`config.mk`:
```
export PLATFORM = sky130hd
export DESIGN_NAME = ebcs_top
export DESIGN_NICKNAME = d
export VERILOG_FILES = /design/src/core/ebcs_pkg.sv /design/src/core/ebcs_mux.sv /design/src/core/ebcs_top.sv
export VERILOG_INCLUDE_DIRS = /design/src /design/src/core
export SDC_FILE = /design/constraint.sdc
export NUM_CORES = 1
export LEC_CHECK = 0
export BUFFER_PORTS_ARGS = -buffer_cell sky130_fd_sc_hd__buf_4
export CAP_MARGIN = 20
export CORE_UTILIZATION = 46
export CTS_BUF_LIST = sky130_fd_sc_hd__clkbuf_4
export DETAILED_ROUTE_END_ITERATION = 6
export PLACE_DENSITY_LB_ADDON = 0.05
export SLEW_MARGIN = 30
export SYNTH_ARGS = -nofsm -noshare
export SYNTH_HDL_FRONTEND = slang
export SYNTH_SLANG_ARGS = --single-unit
```
`constraint.sdc`:
```
create_clock -name clk -period 2 [get_ports clk]
set_input_delay 0.1 -clock clk [delete_from_list [all_inputs] [get_ports clk]]
set_output_delay 0.1 -clock clk [all_outputs]
set_load 0.1 [all_outputs]
```
`src/core/ebcs_defines.svh`:
```
// constants of the external bus chip select block: offsets, field positions, resets
// assumes a 32-bit register port with byte offsets
`ifndef EBCS_DEFINES_SVH
`define EBCS_DEFINES_SVH

`define EBCS_AW 8
`define EBCS_DW 32
`define EBCS_ADDR_W 24
`define EBCS_NCS 6

`define EBCS_OFF_CFG 8'h00
`define EBCS_OFF_STAT 8'h04
`define EBCS_OFF_MASK 8'h08
`define EBCS_OFF_INFO 8'h0C

`define EBCS_CFG_CS1 1
`define EBCS_CFG_CS2 2
`define EBCS_CFG_CS3 3
`define EBCS_CFG_CS4 4
`define EBCS_CFG_CS5 5
`define EBCS_CFG_WMASK 32'h0000_003E
`define EBCS_CFG_RST 32'h0000_0000

`define EBCS_EV_SDRAM 0
`define EBCS_EV_ECC 1
`define EBCS_EV_SLEEP 2
`define EBCS_EV_CFGBUSY 3
`define EBCS_EV_W 4
`define EBCS_EV_RST 4'h0

`define EBCS_INFO_MAIN_CLK 0
`define EBCS_INFO_SDRAM_CLK 1
`define EBCS_INFO_STATIC_CLK 2
`define EBCS_INFO_ECC_CLK 3
`define EBCS_INFO_ROLE_LSB 4
`define EBCS_INFO_SEL_LSB 8

`define EBCS_CF_IORD_MODE 3'h4

`endif

```
`src/core/ebcs_pkg.sv`:
```
// types of the external bus chip select block
// assumes the constants header is on the include path
`include "ebcs_defines.svh"

package ebcs_pkg;

  typedef enum logic [2:0] {
    EBCS_ROLE_IDLE,
    EBCS_ROLE_STATIC,
    EBCS_ROLE_SDRAM,
    EBCS_ROLE_NAND,
    EBCS_ROLE_CARD
  } ebcs_role_e;

  typedef struct packed {
    logic [`EBCS_NCS-1:0] ncs_n;
    logic rd_n;
    logic we0_n;
    logic we1_n;
    logic [`EBCS_ADDR_W-1:0] addr;
  } ebcs_smc_s;

  typedef struct packed {
    logic cs_n;
    logic ras_n;
    logic cas_n;
    logic we_n;
    logic cke;
    logic [1:0] dqm;
    logic [`EBCS_ADDR_W-1:0] addr;
  } ebcs_sdr_s;

  typedef struct packed {
    logic [`EBCS_NCS-1:0] ncs_n;
    logic rd_n;
    logic we0_n;
    logic we1_n;
    logic [`EBCS_ADDR_W-1:0] addr;
    logic sdcke;
    logic sdwe_n;
    logic ras_n;
    logic cas_n;
    logic nand_oe_n;
    logic nand_we_n;
    logic cfce1_n;
    logic cfce2_n;
    logic cfrnw;
    logic cf_iord_n;
  } ebcs_pin_s;

  // role of the pins for an access to a chip select
  function automatic ebcs_role_e ebcs_role(input logic [`EBCS_DW-1:0] cfg, input logic [2:0] sel);
    ebcs_role_e r;
    r = EBCS_ROLE_STATIC;
    case (sel)
      3'h1: r = cfg[`EBCS_CFG_CS1] ? EBCS_ROLE_SDRAM : EBCS_ROLE_STATIC;
      3'h2, 3'h3: r = cfg[sel] ? EBCS_ROLE_NAND : EBCS_ROLE_STATIC;
      3'h4, 3'h5: r = cfg[sel] ? EBCS_ROLE_CARD : EBCS_ROLE_STATIC;
      default: r = EBCS_ROLE_STATIC;
    endcase
    return r;
  endfunction

  // card access in i/o read mode
  function automatic logic ebcs_cf_iord(input logic [`EBCS_ADDR_W-1:0] a);
    return a[`EBCS_ADDR_W-1:`EBCS_ADDR_W-3] == `EBCS_CF_IORD_MODE;
  endfunction

endpackage

```
`src/core/ebcs_mux.sv`:
```
// pin multiplexer of the external bus: routes controller signals per access role
// assumes controllers on the same clock and a role decoded by the caller
`timescale 1ns/100ps
`default_nettype none
`include "ebcs_defines.svh"

module ebcs_mux import ebcs_pkg::*; (
  input wire logic clk,
  input wire logic arst_n,
  input wire logic acc_valid,
  input wire ebcs_role_e role,
  input wire logic sdram_en,
  input wire ebcs_smc_s static_memory_ctrl,
  input wire ebcs_sdr_s sdr,
  output var ebcs_pin_s pin_q
);

  ebcs_pin_s pin_d;

  always_comb begin
    pin_d = '1;
    pin_d.addr = pin_q.addr;
    pin_d.sdcke = sdram_en & sdr.cke;
    if (acc_valid) begin
      pin_d.ncs_n = static_memory_ctrl.ncs_n;
      pin_d.rd_n = static_memory_ctrl.rd_n;
      pin_d.we0_n = static_memory_ctrl.we0_n;
      pin_d.we1_n = static_memory_ctrl.we1_n;
      pin_d.addr = static_memory_ctrl.addr;
      case (role)
        EBCS_ROLE_SDRAM: begin
          pin_d.ncs_n[1] = sdr.cs_n;
          pin_d.addr = sdr.addr;
          pin_d.addr[0] = sdr.dqm[0];
          pin_d.we1_n = sdr.dqm[1];
          pin_d.rd_n = 1'b1;
          pin_d.we0_n = 1'b1;
          pin_d.sdwe_n = sdr.we_n;
          pin_d.ras_n = sdr.ras_n;
          pin_d.cas_n = sdr.cas_n;
        end
        EBCS_ROLE_NAND: begin
          pin_d.nand_oe_n = static_memory_ctrl.rd_n;
          pin_d.nand_we_n = static_memory_ctrl.we0_n;
          pin_d.rd_n = 1'b1;
          pin_d.we0_n = 1'b1;
        end
        EBCS_ROLE_CARD: begin
          pin_d.cfce1_n = static_memory_ctrl.addr[0];
          pin_d.cfce2_n = static_memory_ctrl.we1_n;
          pin_d.cfrnw = static_memory_ctrl.we0_n;
          if (ebcs_cf_iord(static_memory_ctrl.addr)) begin
            pin_d.cf_iord_n = static_memory_ctrl.rd_n;
            pin_d.rd_n = 1'b1;
          end
        end
        default: begin
          pin_d.sdwe_n = 1'b1;
        end
      endcase
    end
  end

  always_ff @(posedge clk or negedge arst_n) begin
    if (!arst_n) begin
      pin_q <= '1;
      pin_q.addr <= '0;
      pin_q.sdcke <= 1'b0;
    end else begin
      pin_q <= pin_d;
    end
  end

endmodule

`default_nettype wire

```
`src/core/ebcs_top.sv`:
```
// external bus chip select assignment: config register, pin routing, interrupts
// assumes a plain register port and controllers running on clk
//
// Added by the designer: the register offsets and the strobed register port.
`timescale 1ns/100ps
`default_nettype none
`include "ebcs_defines.svh"

module ebcs_top import ebcs_pkg::*; (
  input wire logic clk,
  input wire logic arst_n,
  input wire logic [`EBCS_AW-1:0] reg_addr,
  input wire logic [`EBCS_DW-1:0] reg_wdata,
  input wire logic reg_we,
  input wire logic reg_re,
  output logic [`EBCS_DW-1:0] reg_rdata,
  input wire logic acc_valid,
  input wire logic [2:0] acc_sel,
  input wire ebcs_smc_s smc_sig,
  input wire ebcs_sdr_s sdr_sig,
  input wire logic sdram_src_irq,
  input wire logic ecc_src_irq,
  input wire logic sleep_req,
  output ebcs_pin_s pin_out,
  output logic sdram_enable,
  output logic sdram_ctrl_interrupt,
  output logic ecc_unit_interrupt,
  output logic ext_bus_irq
);

  logic [`EBCS_DW-1:0] cfg_q;
  logic [`EBCS_EV_W-1:0] stat_q;
  logic [`EBCS_EV_W-1:0] stat_d;
  logic [`EBCS_EV_W-1:0] mask_q;
  logic [`EBCS_EV_W-1:0] ev;
  logic [`EBCS_EV_W-1:0] clr;
  logic [`EBCS_DW-1:0] rdata_q;
  logic [`EBCS_DW-1:0] info;
  logic sdram_src_q;
  logic ecc_src_q;
  logic busy_q;
  ebcs_role_e role;
  ebcs_role_e role_q;
  logic [2:0] sel_q;

  wire wr_cfg = reg_we && (reg_addr == `EBCS_OFF_CFG);
  wire wr_stat = reg_we && (reg_addr == `EBCS_OFF_STAT);
  wire wr_mask = reg_we && (reg_addr == `EBCS_OFF_MASK);

  // access role from the assignment bits
  assign role = acc_valid ? ebcs_role(cfg_q, acc_sel) : EBCS_ROLE_IDLE;

  // assignment register: only bits 5..1 are held
  always_ff @(posedge clk or negedge arst_n) begin
    if (!arst_n) begin
      cfg_q <= `EBCS_CFG_RST;
    end else if (wr_cfg) begin
      cfg_q <= reg_wdata & `EBCS_CFG_WMASK;
    end
  end

  assign sdram_enable = cfg_q[`EBCS_CFG_CS1];

  ebcs_mux u_mux (
    .clk(clk),
    .arst_n(arst_n),
    .acc_valid(acc_valid),
    .role(role),
    .sdram_en(sdram_enable),
    .static_memory_ctrl(smc_sig),
    .sdr(sdr_sig),
    .pin_q(pin_out)
  );

  // bus activity tracking for the sleep and config hazards
  always_ff @(posedge clk or negedge arst_n) begin
    if (!arst_n) begin
      busy_q <= 1'b0;
      role_q <= EBCS_ROLE_IDLE;
      sel_q <= 3'h0;
    end else begin
      busy_q <= acc_valid;
      if (acc_valid) begin
        role_q <= role;
        sel_q <= acc_sel;
      end
    end
  end

  // controller interrupt sources, edge detected
  always_ff @(posedge clk or negedge arst_n) begin
    if (!arst_n) begin
      sdram_src_q <= 1'b0;
      ecc_src_q <= 1'b0;
    end else begin
      sdram_src_q <= sdram_src_irq;
      ecc_src_q <= ecc_src_irq;
    end
  end

  always_comb begin
    ev = '0;
    ev[`EBCS_EV_SDRAM] = sdram_src_irq & ~sdram_src_q;
    ev[`EBCS_EV_ECC] = ecc_src_irq & ~ecc_src_q;
    ev[`EBCS_EV_SLEEP] = sleep_req & (busy_q | acc_valid);
    ev[`EBCS_EV_CFGBUSY] = wr_cfg & (busy_q | acc_valid);
  end

  // write one to clear; a new event wins over the clear
  assign clr = wr_stat ? reg_wdata[`EBCS_EV_W-1:0] : '0;
  assign stat_d = (stat_q & ~clr) | ev;

  always_ff @(posedge clk or negedge arst_n) begin
    if (!arst_n) begin
      stat_q <= `EBCS_EV_RST;
    end else begin
      stat_q <= stat_d;
    end
  end

  always_ff @(posedge clk or negedge arst_n) begin
    if (!arst_n) begin
      mask_q <= `EBCS_EV_RST;
    end else if (wr_mask) begin
      mask_q <= reg_wdata[`EBCS_EV_W-1:0];
    end
  end

  assign sdram_ctrl_interrupt = stat_q[`EBCS_EV_SDRAM] & mask_q[`EBCS_EV_SDRAM];
  assign ecc_unit_interrupt = stat_q[`EBCS_EV_ECC] & mask_q[`EBCS_EV_ECC];
  assign ext_bus_irq = |(stat_q & mask_q);

  // clock needs and last access role
  always_comb begin
    info = '0;
    info[`EBCS_INFO_MAIN_CLK] = 1'b1;
    info[`EBCS_INFO_SDRAM_CLK] = cfg_q[`EBCS_CFG_CS1];
    info[`EBCS_INFO_STATIC_CLK] = 1'b1;
    info[`EBCS_INFO_ECC_CLK] = cfg_q[`EBCS_CFG_CS2] | cfg_q[`EBCS_CFG_CS3];
    info[`EBCS_INFO_ROLE_LSB +: 3] = role_q;
    info[`EBCS_INFO_SEL_LSB +: 3] = sel_q;
  end

  // read data stand only in the cycle after the strobe
  always_ff @(posedge clk or negedge arst_n) begin
    if (!arst_n) begin
      rdata_q <= '0;
    end else if (reg_re) begin
      case (reg_addr)
        `EBCS_OFF_CFG: rdata_q <= cfg_q;
        `EBCS_OFF_STAT: rdata_q <= {{(`EBCS_DW-`EBCS_EV_W){1'b0}}, stat_q};
        `EBCS_OFF_MASK: rdata_q <= {{(`EBCS_DW-`EBCS_EV_W){1'b0}}, mask_q};
        `EBCS_OFF_INFO: rdata_q <= info;
        default: rdata_q <= '0;
      endcase
    end else begin
      rdata_q <= '0;
    end
  end

  assign reg_rdata = rdata_q;

  // checks
  property p_sdram_irq;
    @(posedge clk) disable iff (!arst_n)
    (sdram_src_irq && !sdram_src_q && mask_q[`EBCS_EV_SDRAM] && !wr_mask) |=> sdram_ctrl_interrupt;
  endproperty
  a_sdram_irq: assert property (p_sdram_irq) else $error("sdram interrupt not raised");

  property p_ecc_irq;
    @(posedge clk) disable iff (!arst_n)
    (ecc_src_irq && !ecc_src_q) |=> stat_q[`EBCS_EV_ECC] && (ecc_unit_interrupt == mask_q[`EBCS_EV_ECC]);
  endproperty
  a_ecc_irq: assert property (p_ecc_irq) else $error("ecc event not latched");

  property p_cs5_card;
    @(posedge clk) disable iff (!arst_n)
    (acc_valid && acc_sel == 3'h5 && cfg_q[`EBCS_CFG_CS5] && ebcs_cf_iord(smc_sig.addr))
      |=> pin_out.rd_n && (pin_out.cf_iord_n == $past(smc_sig.rd_n));
  endproperty
  a_cs5_card: assert property (p_cs5_card) else $error("card i/o read not routed");

  property p_cs4_static;
    @(posedge clk) disable iff (!arst_n)
    (acc_valid && acc_sel == 3'h4 && !cfg_q[`EBCS_CFG_CS4])
      |=> pin_out.cf_iord_n && pin_out.cfce1_n && (pin_out.rd_n == $past(smc_sig.rd_n));
  endproperty
  a_cs4_static: assert property (p_cs4_static) else $error("static select four misrouted");

  property p_cs3_nand;
    @(posedge clk) disable iff (!arst_n)
    (acc_valid && acc_sel == 3'h3 && cfg_q[`EBCS_CFG_CS3])
      |=> pin_out.rd_n && (pin_out.nand_oe_n == $past(smc_sig.rd_n));
  endproperty
  a_cs3_nand: assert property (p_cs3_nand) else $error("nand select three misrouted");

  property p_cs2_static;
    @(posedge clk) disable iff (!arst_n)
    (acc_valid && acc_sel == 3'h2 && !cfg_q[`EBCS_CFG_CS2]) |=> pin_out.nand_oe_n && pin_out.nand_we_n;
  endproperty
  a_cs2_static: assert property (p_cs2_static) else $error("nand strobes active on static");

  property p_cs1_sdram;
    @(posedge clk) disable iff (!arst_n)
    (acc_valid && acc_sel == 3'h1 && cfg_q[`EBCS_CFG_CS1])
      |=> (pin_out.ras_n == $past(sdr_sig.ras_n)) && (pin_out.ncs_n[1] == $past(sdr_sig.cs_n));
  endproperty
  a_cs1_sdram: assert property (p_cs1_sdram) else $error("sdram pins not routed");

  property p_sdram_en;
    @(posedge clk) disable iff (!arst_n)
    wr_cfg |=> sdram_enable == $past(reg_wdata[`EBCS_CFG_CS1]) ##1 pin_out.sdcke == ($past(sdr_sig.cke) && sdram_enable);
  endproperty
  a_sdram_en: assert property (p_sdram_en) else $error("sdram enable not following bit one");

  property p_reserved;
    @(posedge clk) disable iff (!arst_n)
    (reg_re && reg_addr == `EBCS_OFF_CFG) |=> (reg_rdata[`EBCS_DW-1:6] == '0) && !reg_rdata[0];
  endproperty
  a_reserved: assert property (p_reserved) else $error("reserved bits not zero");

  property p_cs1_static;
    @(posedge clk) disable iff (!arst_n)
    (acc_valid && acc_sel == 3'h1 && !cfg_q[`EBCS_CFG_CS1])
      |=> pin_out.ras_n && pin_out.sdwe_n && (pin_out.ncs_n[1] == $past(smc_sig.ncs_n[1]));
  endproperty
  a_cs1_static: assert property (p_cs1_static) else $error("static select one misrouted");

  property p_cs2_nand;
    @(posedge clk) disable iff (!arst_n)
    (acc_valid && acc_sel == 3'h2 && cfg_q[`EBCS_CFG_CS2])
      |=> pin_out.rd_n && pin_out.we0_n && (pin_out.nand_we_n == $past(smc_sig.we0_n));
  endproperty
  a_cs2_nand: assert property (p_cs2_nand) else $error("nand select two misrouted");

  property p_cs3_static;
    @(posedge clk) disable iff (!arst_n)
    (acc_valid && acc_sel == 3'h3 && !cfg_q[`EBCS_CFG_CS3])
      |=> pin_out.nand_oe_n && (pin_out.we0_n == $past(smc_sig.we0_n));
  endproperty
  a_cs3_static: assert property (p_cs3_static) else $error("static select three misrouted");

  property p_cs4_card;
    @(posedge clk) disable iff (!arst_n)
    (acc_valid && acc_sel == 3'h4 && cfg_q[`EBCS_CFG_CS4])
      |=> (pin_out.cfce2_n == $past(smc_sig.we1_n)) && (pin_out.cfrnw == $past(smc_sig.we0_n));
  endproperty
  a_cs4_card: assert property (p_cs4_card) else $error("card select four misrouted");

  property p_cs5_static;
    @(posedge clk) disable iff (!arst_n)
    (acc_valid && acc_sel == 3'h5 && !cfg_q[`EBCS_CFG_CS5])
      |=> pin_out.cf_iord_n && pin_out.cfrnw && (pin_out.rd_n == $past(smc_sig.rd_n));
  endproperty
  a_cs5_static: assert property (p_cs5_static) else $error("static select five misrouted");

  property p_cfg_write;
    @(posedge clk) disable iff (!arst_n)
    wr_cfg |=> cfg_q == ($past(reg_wdata) & `EBCS_CFG_WMASK);
  endproperty
  a_cfg_write: assert property (p_cfg_write) else $error("assignment write not masked");

  property p_cfg_hold;
    @(posedge clk) disable iff (!arst_n)
    !wr_cfg |=> $stable(cfg_q);
  endproperty
  a_cfg_hold: assert property (p_cfg_hold) else $error("assignment bits changed without write");

  property p_sleep_ev;
    @(posedge clk) disable iff (!arst_n)
    (sleep_req && acc_valid) |=> stat_q[`EBCS_EV_SLEEP];
  endproperty
  a_sleep_ev: assert property (p_sleep_ev) else $error("sleep during access not flagged");

  property p_cfg_busy;
    @(posedge clk) disable iff (!arst_n)
    (wr_cfg && acc_valid) |=> stat_q[`EBCS_EV_CFGBUSY];
  endproperty
  a_cfg_busy: assert property (p_cfg_busy) else $error("assignment write during access not flagged");

  property p_ecc_clear;
    @(posedge clk) disable iff (!arst_n)
    (wr_stat && reg_wdata[`EBCS_EV_ECC] && !(ecc_src_irq && !ecc_src_q)) |=> !stat_q[`EBCS_EV_ECC];
  endproperty
  a_ecc_clear: assert property (p_ecc_clear) else $error("ecc event not cleared");

  property p_sdcke_off;
    @(posedge clk) disable iff (!arst_n)
    !sdram_enable |=> !pin_out.sdcke;
  endproperty
  a_sdcke_off: assert property (p_sdcke_off) else $error("sdram clock enable without bit one");

  c_sdram_access: cover property (@(posedge clk) disable iff (!arst_n) acc_valid && role == EBCS_ROLE_SDRAM);
  c_nand_access: cover property (@(posedge clk) disable iff (!arst_n) acc_valid && role == EBCS_ROLE_NAND);
  c_card_iord: cover property (@(posedge clk) disable iff (!arst_n)
    acc_valid && role == EBCS_ROLE_CARD && ebcs_cf_iord(smc_sig.addr));
  c_irq_clear: cover property (@(posedge clk) disable iff (!arst_n) ext_bus_irq ##1 wr_stat ##1 !ext_bus_irq);

endmodule

`default_nettype wire

```
==> out/results.txt, run 1 <==
First-pass GRT wire length - 13200 µm
CP Buf/Inv Count - 2
Combined area of the multi-input logic cells - 0.00134 mm²
Cell Pwr Density - 708 mW/mm²
Most common library cell in the layout ignoring fill and taps - buf_4
Residual overflow from global routing - 0
Total negative slack - 0 ps
Clock Latency Late Sink - 420 ps
TritonCTS Buffers - 9
Largest area contributor in the synthesized netlist - dfrtp_1
Largest net degree at the start of global routing - 28
Status - complete, no violations
Post-synthesis sequential area ratio - 0.550
Hold-fix buffer count after cts - 44
Finished layout cell area - 0.00510 mm²
Area of the mapped netlist - 0.00346 mm²
Post-Route Skew - 23.1 ps
Share of synthesized area spent on multiplexers - 0.0416
Worst R2R Path Depth - 5
Port Buffers - 144
Final critical-path required period - 1890 ps
Worst stage delay on the critical path - 560 ps
Max-cap check violation count - 0
Synth Register Bits - 75
Effective utilization at floorplan - 0.476
GP Congestion - 0.776
Highest Clock Rate - 0.528 GHz
Floorplan die area - 0.00786 mm²
Simple logic cell fraction of the synthesized area - 0.193
Final-report max-slew violation count - 0
CP required - 2360 ps
Average vias per placed instance - 5.03
Net total in the final layout - 601
Ant. Diodes - 0
Htree depth - 3
Detailed router's first-iteration violation count - 110
Worst slew margin - 0.625
Post-synthesis async set-or-reset flop share - 1.00
Min-Delay Path Class - in2reg
Placeable core region - 0.00725 mm²
Routed vias - 2970
Peak supply drop - 0.330 mV
Avg Synthesized Cell Area - 11.6 µm²
Origin of the critical flop-to-flop path - cfg_q[1]
Cell family with the largest share of critical-path delay - buffers and inverters
Clock Pin Slew Worst Setup and Hold Paths - 140 ps
Final hold violations - 0
WHS Path Cells - 3
Setup CP Type - reg2reg
Number of distinct library cell variants in the gate-level netlist after synthesis - 43
Post-route clock period utilization - 0.946
Length of the first detailed-routing pass in iterations - 4
Total routed wirelength - 8650 µm
Number of warnings reported in the yosys synthesis log - 0
CP max-delay cell - dlygate4sd3_1
WL/cell - 14.7 µm
Data arrival time of the critical path - 2250 ps
Via count of the first global-routing pass - 2844
XOR/XNOR Fraction of Synth Area - 0
Max Fanout on Critical Path - 27
Die extent in y - 88.7 µm
Worst-margin pin slew - 562 ps
Post-CTS Repair Setup Buffers - 0
Cts repair resizes - 0
Gate Count Post-Synth - 297
Clock sink count - 75
Die X-Extent - 88.7 µm
DRT antenna net count - 0
Number of rows in the core area - 31
Startpoint kind of the worst setup timing path - flip-flop
Placed cell areas - 0.00453 mm²
Post-DP HPWL - 5700 µm
TritonCTS clock tree - yes
Total routing usage reported by global routing - 0.223
Critical Path Start - cfg_q[1]
Area share of fa/ha/maj cells after synthesis - 0
Clock root buffer - clkbuf_4
RSZ-0062 raised after global routing - false
Cells along the critical path - and4b_1, buf_4, nand3_1, a31oi_1, dlygate4sd3_1
Leading post-synthesis cells by cell area - dfrtp_1, dfstp_2, a221o_1
Filler Cells Inserted - 587
Dominant register cell in the synthesized netlist - dfrtp_1
Top library cells by usage in the layout, fill and taps aside - buf_4, dfrtp_1, dlygate4sd3_1
Combinational family with the most area after synthesis - simple AND/OR/NAND/NOR gates
Post-synth top area share - 0.413
Boundary pin count - 194
Static Leakage - 2.56 nW
Area growth from synthesis to layout - 47.5%
Category of the worst setup path capture point - flip-flop
Complex-gate fraction of the synthesized area - 0.128
DR DRC count - 0
Number of antenna violations at the first check in global routing - 0
Hold path start - sdr_sig[19]
Number of buffers on the longest clock path - 2
Fraction of final layout cells sized beyond drive strength 1 - 0.418
Instance count on the critical path - 5
Area taken by flip-flops and latches - 0.00190 mm²
Number of flops mapped to enable cells by yosys - 0
Setup violation total in the final timing report - 0
-- layer usage --
layer	vias to the layer above	track usage	wire (µm)
li1	1405	-	-
met1	1434	0.265	3640
met2	116	0.383	4290
met3	15	0.0700	557
met4	0	0.0792	151
met5	-	0	0
-- worst register-to-register path: stages, from the launching register on --
cell and delay [ps]:
dfrtp_2 470, and4b_1 220, buf_4 280, nand3_1 130, a31oi_1 170, dlygate4sd3_1 560
-- registers in the layout, indices dropped and copies added, names as in the netlist --
| register | cells |
|---|---|
| sel_q | 3 |
| u_mux.pin_q | 43 |
| ecc_src_q | 1 |
| role_q | 3 |
| sdram_src_q | 1 |
| reg_rdata | 10 |
| mask_q | 4 |
| busy_q | 1 |
| stat_q | 4 |
| cfg_q | 5 |
-- synthesized netlist by cell type (all sizes together), types with 9 or more instances --
cell type,number
a221o,23
and3,28
o21ai,10
and2,27
nand3,9
dfrtp,57
nor2,10
mux2,11
clkbuf,9
inv,9
dfstp,18
buf,30
nand2b,9
-- logic make-up after synthesis --
family / count (synthesis)
compound gates: 54
buf+inv: 48
flops: 75
mux: 13
other cells: 1
simple gates: 106
-- path summary, 6_finish.rpt --
| check | slack (ps) | end |
|---|---|---|
| max reg2reg | 110 | u_mux.pin_q[28] |
| max in group asynchronous | 1250 | u_mux.pin_q[37] |
| min | 10 | u_mux.pin_q[29] |
| min reg2reg | 500 | role_q[2] |
| max | 110 | u_mux.pin_q[28] |
| min in group asynchronous | 90 | stat_q[1] |
-- power breakdown --
group | internal [mW] | switching [mW] | total, mW
Clock | 0.271 | 0.539 | 0.811
Combinational | 0.332 | 0.826 | 1.16
Sequential | 1.60 | 0.0422 | 1.64
Total | 2.20 | 1.41 | 3.61
-- area by class of cell --
cell class / count / area share
Tap cell: 99 / 0.0243
Clock buffer: 10 / 0.0147
Sequential cell: 75 / 0.373
Inverter: 9 / 0.00663
Multi-Input combinational cell: 195 / 0.262
Timing Repair Buffer: 196 / 0.311
Clock inverter: 6 / 0.00859
-- stage by stage --
step / worst slack [ps] / instances / util / power (mW) / hold WS [ps]
2_1_floorplan: 163 / 318 / - / 2.48 / -196
3_3_place_gp: 386 / 529 / 0.624 / 2.75 / 26.8
3_5_place_dp: 374 / 529 / 0.624 / 2.76 / 29.9
4_1_cts: 132 / 589 / 0.701 / 3.63 / 0.464
5_1_grt: 32.5 / 590 / 0.703 / 3.75 / 5.84
6_report: 108 / 590 / 0.703 / 3.61 / 10.8
Power figures use the tool's default switching activity.
==> run 2: changes to the inputs <==
--- a/config.mk
+++ b/config.mk
@@ -9,8 +9,9 @@
 export BUFFER_PORTS_ARGS = -buffer_cell sky130_fd_sc_hd__buf_4
 export CAP_MARGIN = 20
 export CORE_UTILIZATION = 46
-export CTS_BUF_LIST = sky130_fd_sc_hd__clkbuf_4
+export CTS_BUF_LIST = sky130_fd_sc_hd__clkbuf_8
 export DETAILED_ROUTE_END_ITERATION = 6
+export MAX_ROUTING_LAYER = met4
 export PLACE_DENSITY_LB_ADDON = 0.05
 export SLEW_MARGIN = 30
 export SYNTH_ARGS = -nofsm -noshare
==> run 2 against run 1 <==
Die area did not move. Setup slack better by 150 ps. Power increased by 4.4%. Sequential share of layout area is 1.3 points higher. Global-route usage shrank 0.28 points. Cell count fell by 3.9%. Count of clock-buffer cells in the layout decreased by 1. Clock power up 25%. Core utilization down 2.4 points. Largest cell class unchanged. Largest power group unchanged.
==> out/results.txt, run 2 (synthesized netlist as in run 1, its figures left out) <==
DRT antenna net count - 0 (unchanged)
Effective utilization at floorplan - 0.476 (unchanged)
Cells along the critical path - and2_1, or3_2, buf_4
Post-route clock period utilization - 0.869 (-0.0774)
Most common library cell in the layout ignoring fill and taps - buf_4
Worst stage delay on the critical path - 470 ps (-90 ps)
Max Fanout on Critical Path - 3 (-89%)
Final critical-path required period - 1740 ps (-155 ps)
Met3 wire len - 471 µm (-15%)
Residual overflow from global routing - 0 (unchanged)
Setup CP Type - reg2out
Peak supply drop - 0.474 mV (+44%)
Clock Pin Slew Worst Setup and Hold Paths - 90 ps (-50 ps)
Area growth from synthesis to layout - 42.4%
Average vias per placed instance - 5.04 (about the same)
Via count of the first global-routing pass - 2714 (-4.6%)
Routed vias - 2857 (-3.8%)
Max layer used - met4
Die extent in y - 88.7 µm (unchanged)
Post-route worst setup slack - 263 ps (+155 ps)
TritonCTS clock tree - yes
Post-CTS Repair Setup Buffers - 0 (unchanged)
Length of the first detailed-routing pass in iterations - 5 (+1)
Net total in the final layout - 578 (-3.8%)
Placeable core region - 0.00725 mm² (unchanged)
Cell Pwr Density - 766 mW/mm² (+8.1%)
TritonCTS Buffers - 9 (unchanged)
Placed cell areas - 0.00453 mm² (unchanged)
Worst-margin pin slew - 575 ps (+13.5 ps)
Most flop-heavy register - u_mux.pin_q
Clock root buffer - clkbuf_8
CP max-delay cell - or3_2
GP Congestion - 0.786 (+1.4%)
Ant. Diodes - 0 (unchanged)
Fraction of final layout cells sized beyond drive strength 1 - 0.436 (+0.0184)
Total negative slack - 0 ps (unchanged)
CP required - 1900 ps (-460 ps)
Port Buffers - 144 (unchanged)
Largest net degree at the start of global routing - 28 (unchanged)
Top library cells by usage in the layout, fill and taps aside - buf_4, dfrtp_1, and3_1
Final hold violations - 0 (unchanged)
Final-report max-slew violation count - 0 (unchanged)
Post-DP HPWL - 5700 µm (unchanged)
Die X-Extent - 88.7 µm (unchanged)
Static Leakage - 2.49 nW (-2.7%)
Min-Delay Path Class - in2reg
Total routed wirelength - 8220 µm (-4.9%)
Total routing usage reported by global routing - 0.221 (-0.00285)
Number of buffers on the longest clock path - 2 (unchanged)
Met1 routed wirelength after detailed routing - 3540 µm (-3.0%)
Number of antenna violations at the first check in global routing - 0 (unchanged)
Finished layout cell area - 0.00492 mm² (-3.5%)
Pre-CTS setup slack - 374 ps (unchanged)
DR DRC count - 0 (unchanged)
RSZ-0062 raised after global routing - false
Category of the worst setup path capture point - output pin
Worst slew margin - 0.616 (-0.00900)
Max-cap check violation count - 0 (unchanged)
WL/cell - 14.5 µm (-1.0%)
Highest Clock Rate - 0.576 GHz (+8.9%)
Startpoint kind of the worst setup timing path - flip-flop
Status - complete, no violations
Htree depth - 3 (unchanged)
Length of routed met2 wiring - 4060 µm (-5.4%)
Total power after layout - 3.77 mW (+4.4%)
CP Buf/Inv Count - 1 (-1)
Clock sink count - 75 (unchanged)
Cell family with the largest share of critical-path delay - simple AND/OR/NAND/NOR gates
Setup violation total in the final timing report - 0 (unchanged)
Number of rows in the core area - 31 (unchanged)
Floorplan die area - 0.00786 mm² (unchanged)
Cts repair resizes - 0 (unchanged)
Detailed router's first-iteration violation count - 96 (-13%)
Data arrival time of the critical path - 1640 ps (-610 ps)
Hold-fix buffer count after cts - 21 (-52%)
Clock Latency Late Sink - 340 ps (-80 ps)
Post-Route Skew - 14.2 ps (-8.94 ps)
Largest register FFs - 43 (unchanged)
Boundary pin count - 194 (unchanged)
First-pass GRT wire length - 12700 µm (-3.8%)
-- run 2: changes by cell type in the layout (fill, tap and decap cells not counted) --
cell	previous run	this run
clkbuf_4	10	0
clkbuf_8	0	9
dlygate4sd3_1	45	22
inv_1	9	10
-- run 2: layout make-up --
class / instances / area, µm²
Clock buffer: 9 / 124
Clock inverter: 7 / 47.5
Fill cell: 604 / 2330
Inverter: 9 / 33.8
Multi-Input combinational cell: 195 / 1340
Sequential cell: 75 / 1900
Tap cell: 99 / 124
Timing Repair Buffer: 173 / 1350
-- run 2: path summary, 6_finish.rpt --
check,slack [ps],end,cells past startpoint,start
worst min-delay path,6,cfg_q[4],2,reg_wdata[4]
max in group asynchronous,1160,u_mux.pin_q[37],3,arst_n
worst min register to register,490,role_q[2],1,role_q[2]
worst max-delay path,260,ext_bus_irq,3,stat_q[0]
worst max register to register,320,u_mux.pin_q[0],4,cfg_q[5]
min in group asynchronous,190,stat_q[1],2,arst_n
-- run 2: layer usage --
layer | global-route usage | up-vias
met3 | 0.0420 | 12
met1 | 0.266 | 1378
li1 | - | 1356
met2 | 0.364 | 111
met4 | 0.0894 | 0
met5 | - | -
-- run 2: power by group --
group	internal [mW]	switching (mW)	leakage, nW
Combinational	0.305	0.817	1.50
Sequential	1.60	0.0418	0.900
Clock	0.447	0.558	0.0904
Total	2.35	1.42	2.49
-- run 2: through the flow --
stage          hold slack [ps]  utilization  std cells
6_report                  6.40        0.678        567
2_1_floorplan             -196            -        318
4_1_cts                  0.727        0.677        566
3_3_place_gp              26.8        0.624        529
5_1_grt                   2.10        0.678        567
3_5_place_dp              29.9        0.624        529
-- run 2: worst reg2reg max path, delay by kind of cell, from the launching register on --
kind	cells	cell delay [ps]
simple gates	2	560
buf+inv	1	580
mux	1	110
flops	1	360
==> run 3: changes to the inputs <==
--- a/config.mk
+++ b/config.mk
@@ -8,7 +8,9 @@
 export LEC_CHECK = 0
 export BUFFER_PORTS_ARGS = -buffer_cell sky130_fd_sc_hd__buf_4
 export CAP_MARGIN = 20
-export CORE_UTILIZATION = 46
+export CELL_PAD_IN_SITES_DETAIL_PLACEMENT = 2
+export CELL_PAD_IN_SITES_GLOBAL_PLACEMENT = 2
+export CORE_UTILIZATION = 27
 export CTS_BUF_LIST = sky130_fd_sc_hd__clkbuf_8
 export DETAILED_ROUTE_END_ITERATION = 6
 export MAX_ROUTING_LAYER = met4
==> run 3 against run 2 <==
Core utilization down 26 points. Die area up 69%. Count of clock-buffer cells in the layout up 1. Global-route usage down 3.9 points. Non-clock buffer count up 5. First-iteration DRC count down 38%. Power up 9.6%. Routed wire length up 34%. Sequential share of layout area down 1.5 points. Clock power up 33%. Largest cell class unchanged.
==> out/results.txt, run 3 (synthesized netlist as in run 1, its figures left out) <==
Status - complete, no violations
Worst-margin pin slew - 606 ps (+31.1 ps)
Most common library cell in the layout ignoring fill and taps - buf_4
Total negative slack - 0 ps (unchanged)
GP Congestion - 0.763 (-2.9%)
WL/cell - 17.2 µm (+18%)
Clock sink count - 75 (unchanged)
Hold-fix buffer count after cts - 26 (+24%)
Peak supply drop - 0.304 mV (-36%)
Cell Pwr Density - 807 mW/mm² (+5.3%)
Setup violation total in the final timing report - 0 (unchanged)
Met3 wire len - 883 µm (+87%)
Post-route worst setup slack - 244 ps (-18.3 ps)
Finished layout cell area - 0.00512 mm² (+4.1%)
Htree depth - 3 (unchanged)
TritonCTS clock tree - yes
First-pass GRT wire length - 17500 µm (+38%)
Max layer used - met4
Endpoint of the most critical register-to-register path - u_mux.pin_q[38]
Category of the worst setup path capture point - flip-flop
Post-CTS Repair Setup Buffers - 0 (unchanged)
Number of buffers on the longest clock path - 2 (unchanged)
Highest Clock Rate - 0.570 GHz (-1.0%)
Number of antenna violations at the first check in global routing - 0 (unchanged)
Floorplan die area - 0.0133 mm² (+69%)
Length of routed met2 wiring - 5480 µm (+35%)
Detailed router's first-iteration violation count - 60 (-38%)
Port Buffers - 144 (unchanged)
Total power after layout - 4.13 mW (+9.6%)
Pre-CTS setup slack - 305 ps (-69.4 ps)
CP required - 2300 ps (+400 ps)
Fraction of final layout cells sized beyond drive strength 1 - 0.436 (about the same)
Max Fanout on Critical Path - 13 (+10)
Data arrival time of the critical path - 2050 ps (+410 ps)
Effective utilization at floorplan - 0.282 (-0.195)
Residual overflow from global routing - 0 (unchanged)
Average vias per placed instance - 4.55 (-9.8%)
Origin of the critical flop-to-flop path - cfg_q[1]
Die X-Extent - 115 µm (+30%)
Boundary pin count - 194 (unchanged)
Length of the first detailed-routing pass in iterations - 4 (-1)
Post-route clock period utilization - 0.878 (+0.00915)
Area growth from synthesis to layout - 48.2%
Reg2reg setup slack - 240 ps (-80 ps)
DR DRC count - 0 (unchanged)
Clock Latency Late Sink - 350 ps (about the same)
Post-DP HPWL - 7820 µm (+37%)
Largest net degree at the start of global routing - 43 (+54%)
Routed vias - 2914 (+2.0%)
Placed cell areas - 0.00463 mm² (+2.3%)
Total routing usage reported by global routing - 0.181 (-0.0393)
Static Leakage - 2.55 nW (+2.1%)
Final hold violations - 0 (unchanged)
Placeable core region - 0.0123 mm² (+69%)
Setup CP Type - reg2reg
Largest register FFs - 43 (unchanged)
DRT antenna net count - 0 (unchanged)
Post-Route Skew - 9.63 ps (-4.57 ps)
Clock Pin Slew Worst Setup and Hold Paths - 90 ps (about the same)
Ant. Diodes - 0 (unchanged)
Min-Delay Path Class - in2reg
Total routed wirelength - 11000 µm (+34%)
Top library cells by usage in the layout, fill and taps aside - buf_4, dfrtp_1, and3_1
Number of rows in the core area - 40 (+29%)
Final critical-path required period - 1760 ps (+18.3 ps)
Cts repair resizes - 0 (unchanged)
RSZ-0062 raised after global routing - false
Most flop-heavy register - u_mux.pin_q
Met1 routed wirelength after detailed routing - 4530 µm (+28%)
Worst R2R Path Depth - 5 (+1)
Startpoint kind of the worst setup timing path - flip-flop
Net total in the final layout - 583 (+0.87%)
Critical Path Start - cfg_q[1]
Final-report max-slew violation count - 0 (unchanged)
Max-cap check violation count - 0 (unchanged)
Clock root buffer - clkbuf_8
TritonCTS Buffers - 9 (unchanged)
Worst slew margin - 0.595 (-0.0208)
Die extent in y - 115 µm (+30%)
End of the critical path - u_mux.pin_q[38]
Via count of the first global-routing pass - 3273 (+21%)
[run 3: cell count changes in the layout (fill, tap and decap cells not counted)]
cell,delta
dlygate4sd3_1,+4
bufinv_16,+2
clkinv_4,-2
buf_12,+1
clkbuf_8,+1
clkinvlp_4,-1
inv_1,-1
inv_6,+1
[run 3: worst min-delay path by stage]
stage                             from     endpoint  slack [ps]  depth (start not counted)
final                        sleep_req    stat_q[2]          20                          3
after global routing      reg_wdata[3]     cfg_q[3]          10                          2
after CTS                    sleep_req    stat_q[2]           9                          3
after detailed placement        arst_n  sdram_src_q          80                          1
after global placement          arst_n  sdram_src_q          80                          1
after floorplan                 arst_n       busy_q        -200                          0
[run 3: power by group]
group	internal [mW]	switching, mW
logic	0.312	0.834
clock network	0.739	0.598
registers	1.60	0.0470
total	2.65	1.48
[run 3: final cells by class]
class | instances | area, µm²
Sequential cell | 75 | 1900
Clock inverter | 6 | 87.6
Timing Repair Buffer | 178 | 1410
Inverter | 9 | 33.8
Tap cell | 168 | 210
Fill cell | 1330 | 7140
Multi-Input combinational cell | 195 | 1340
Clock buffer | 10 | 138
[run 3: worst max-delay path: stages, from the launching register on]
cell and delay, ps:
dfrtp_2 480, and4b_1 260, buf_4 230, nand3_1 100, nand3_1 90, dlygate4sd3_1 550
[run 3: stage by stage]
step	hold slack (ps)	util	std cells
finish	21.7	0.418	641
global route	10.1	0.418	641
CTS	9.45	0.418	641
detailed placement	83.5	0.378	599
global placement	82.6	0.378	599
floorplan	-196	-	318
[run 3: routing by layer]
metal  global-route usage  up-vias
li1                     -     1362
met1                0.207     1445
met2                0.302       98
met3               0.0590        9
met4               0.0545        0
met5                    -        -
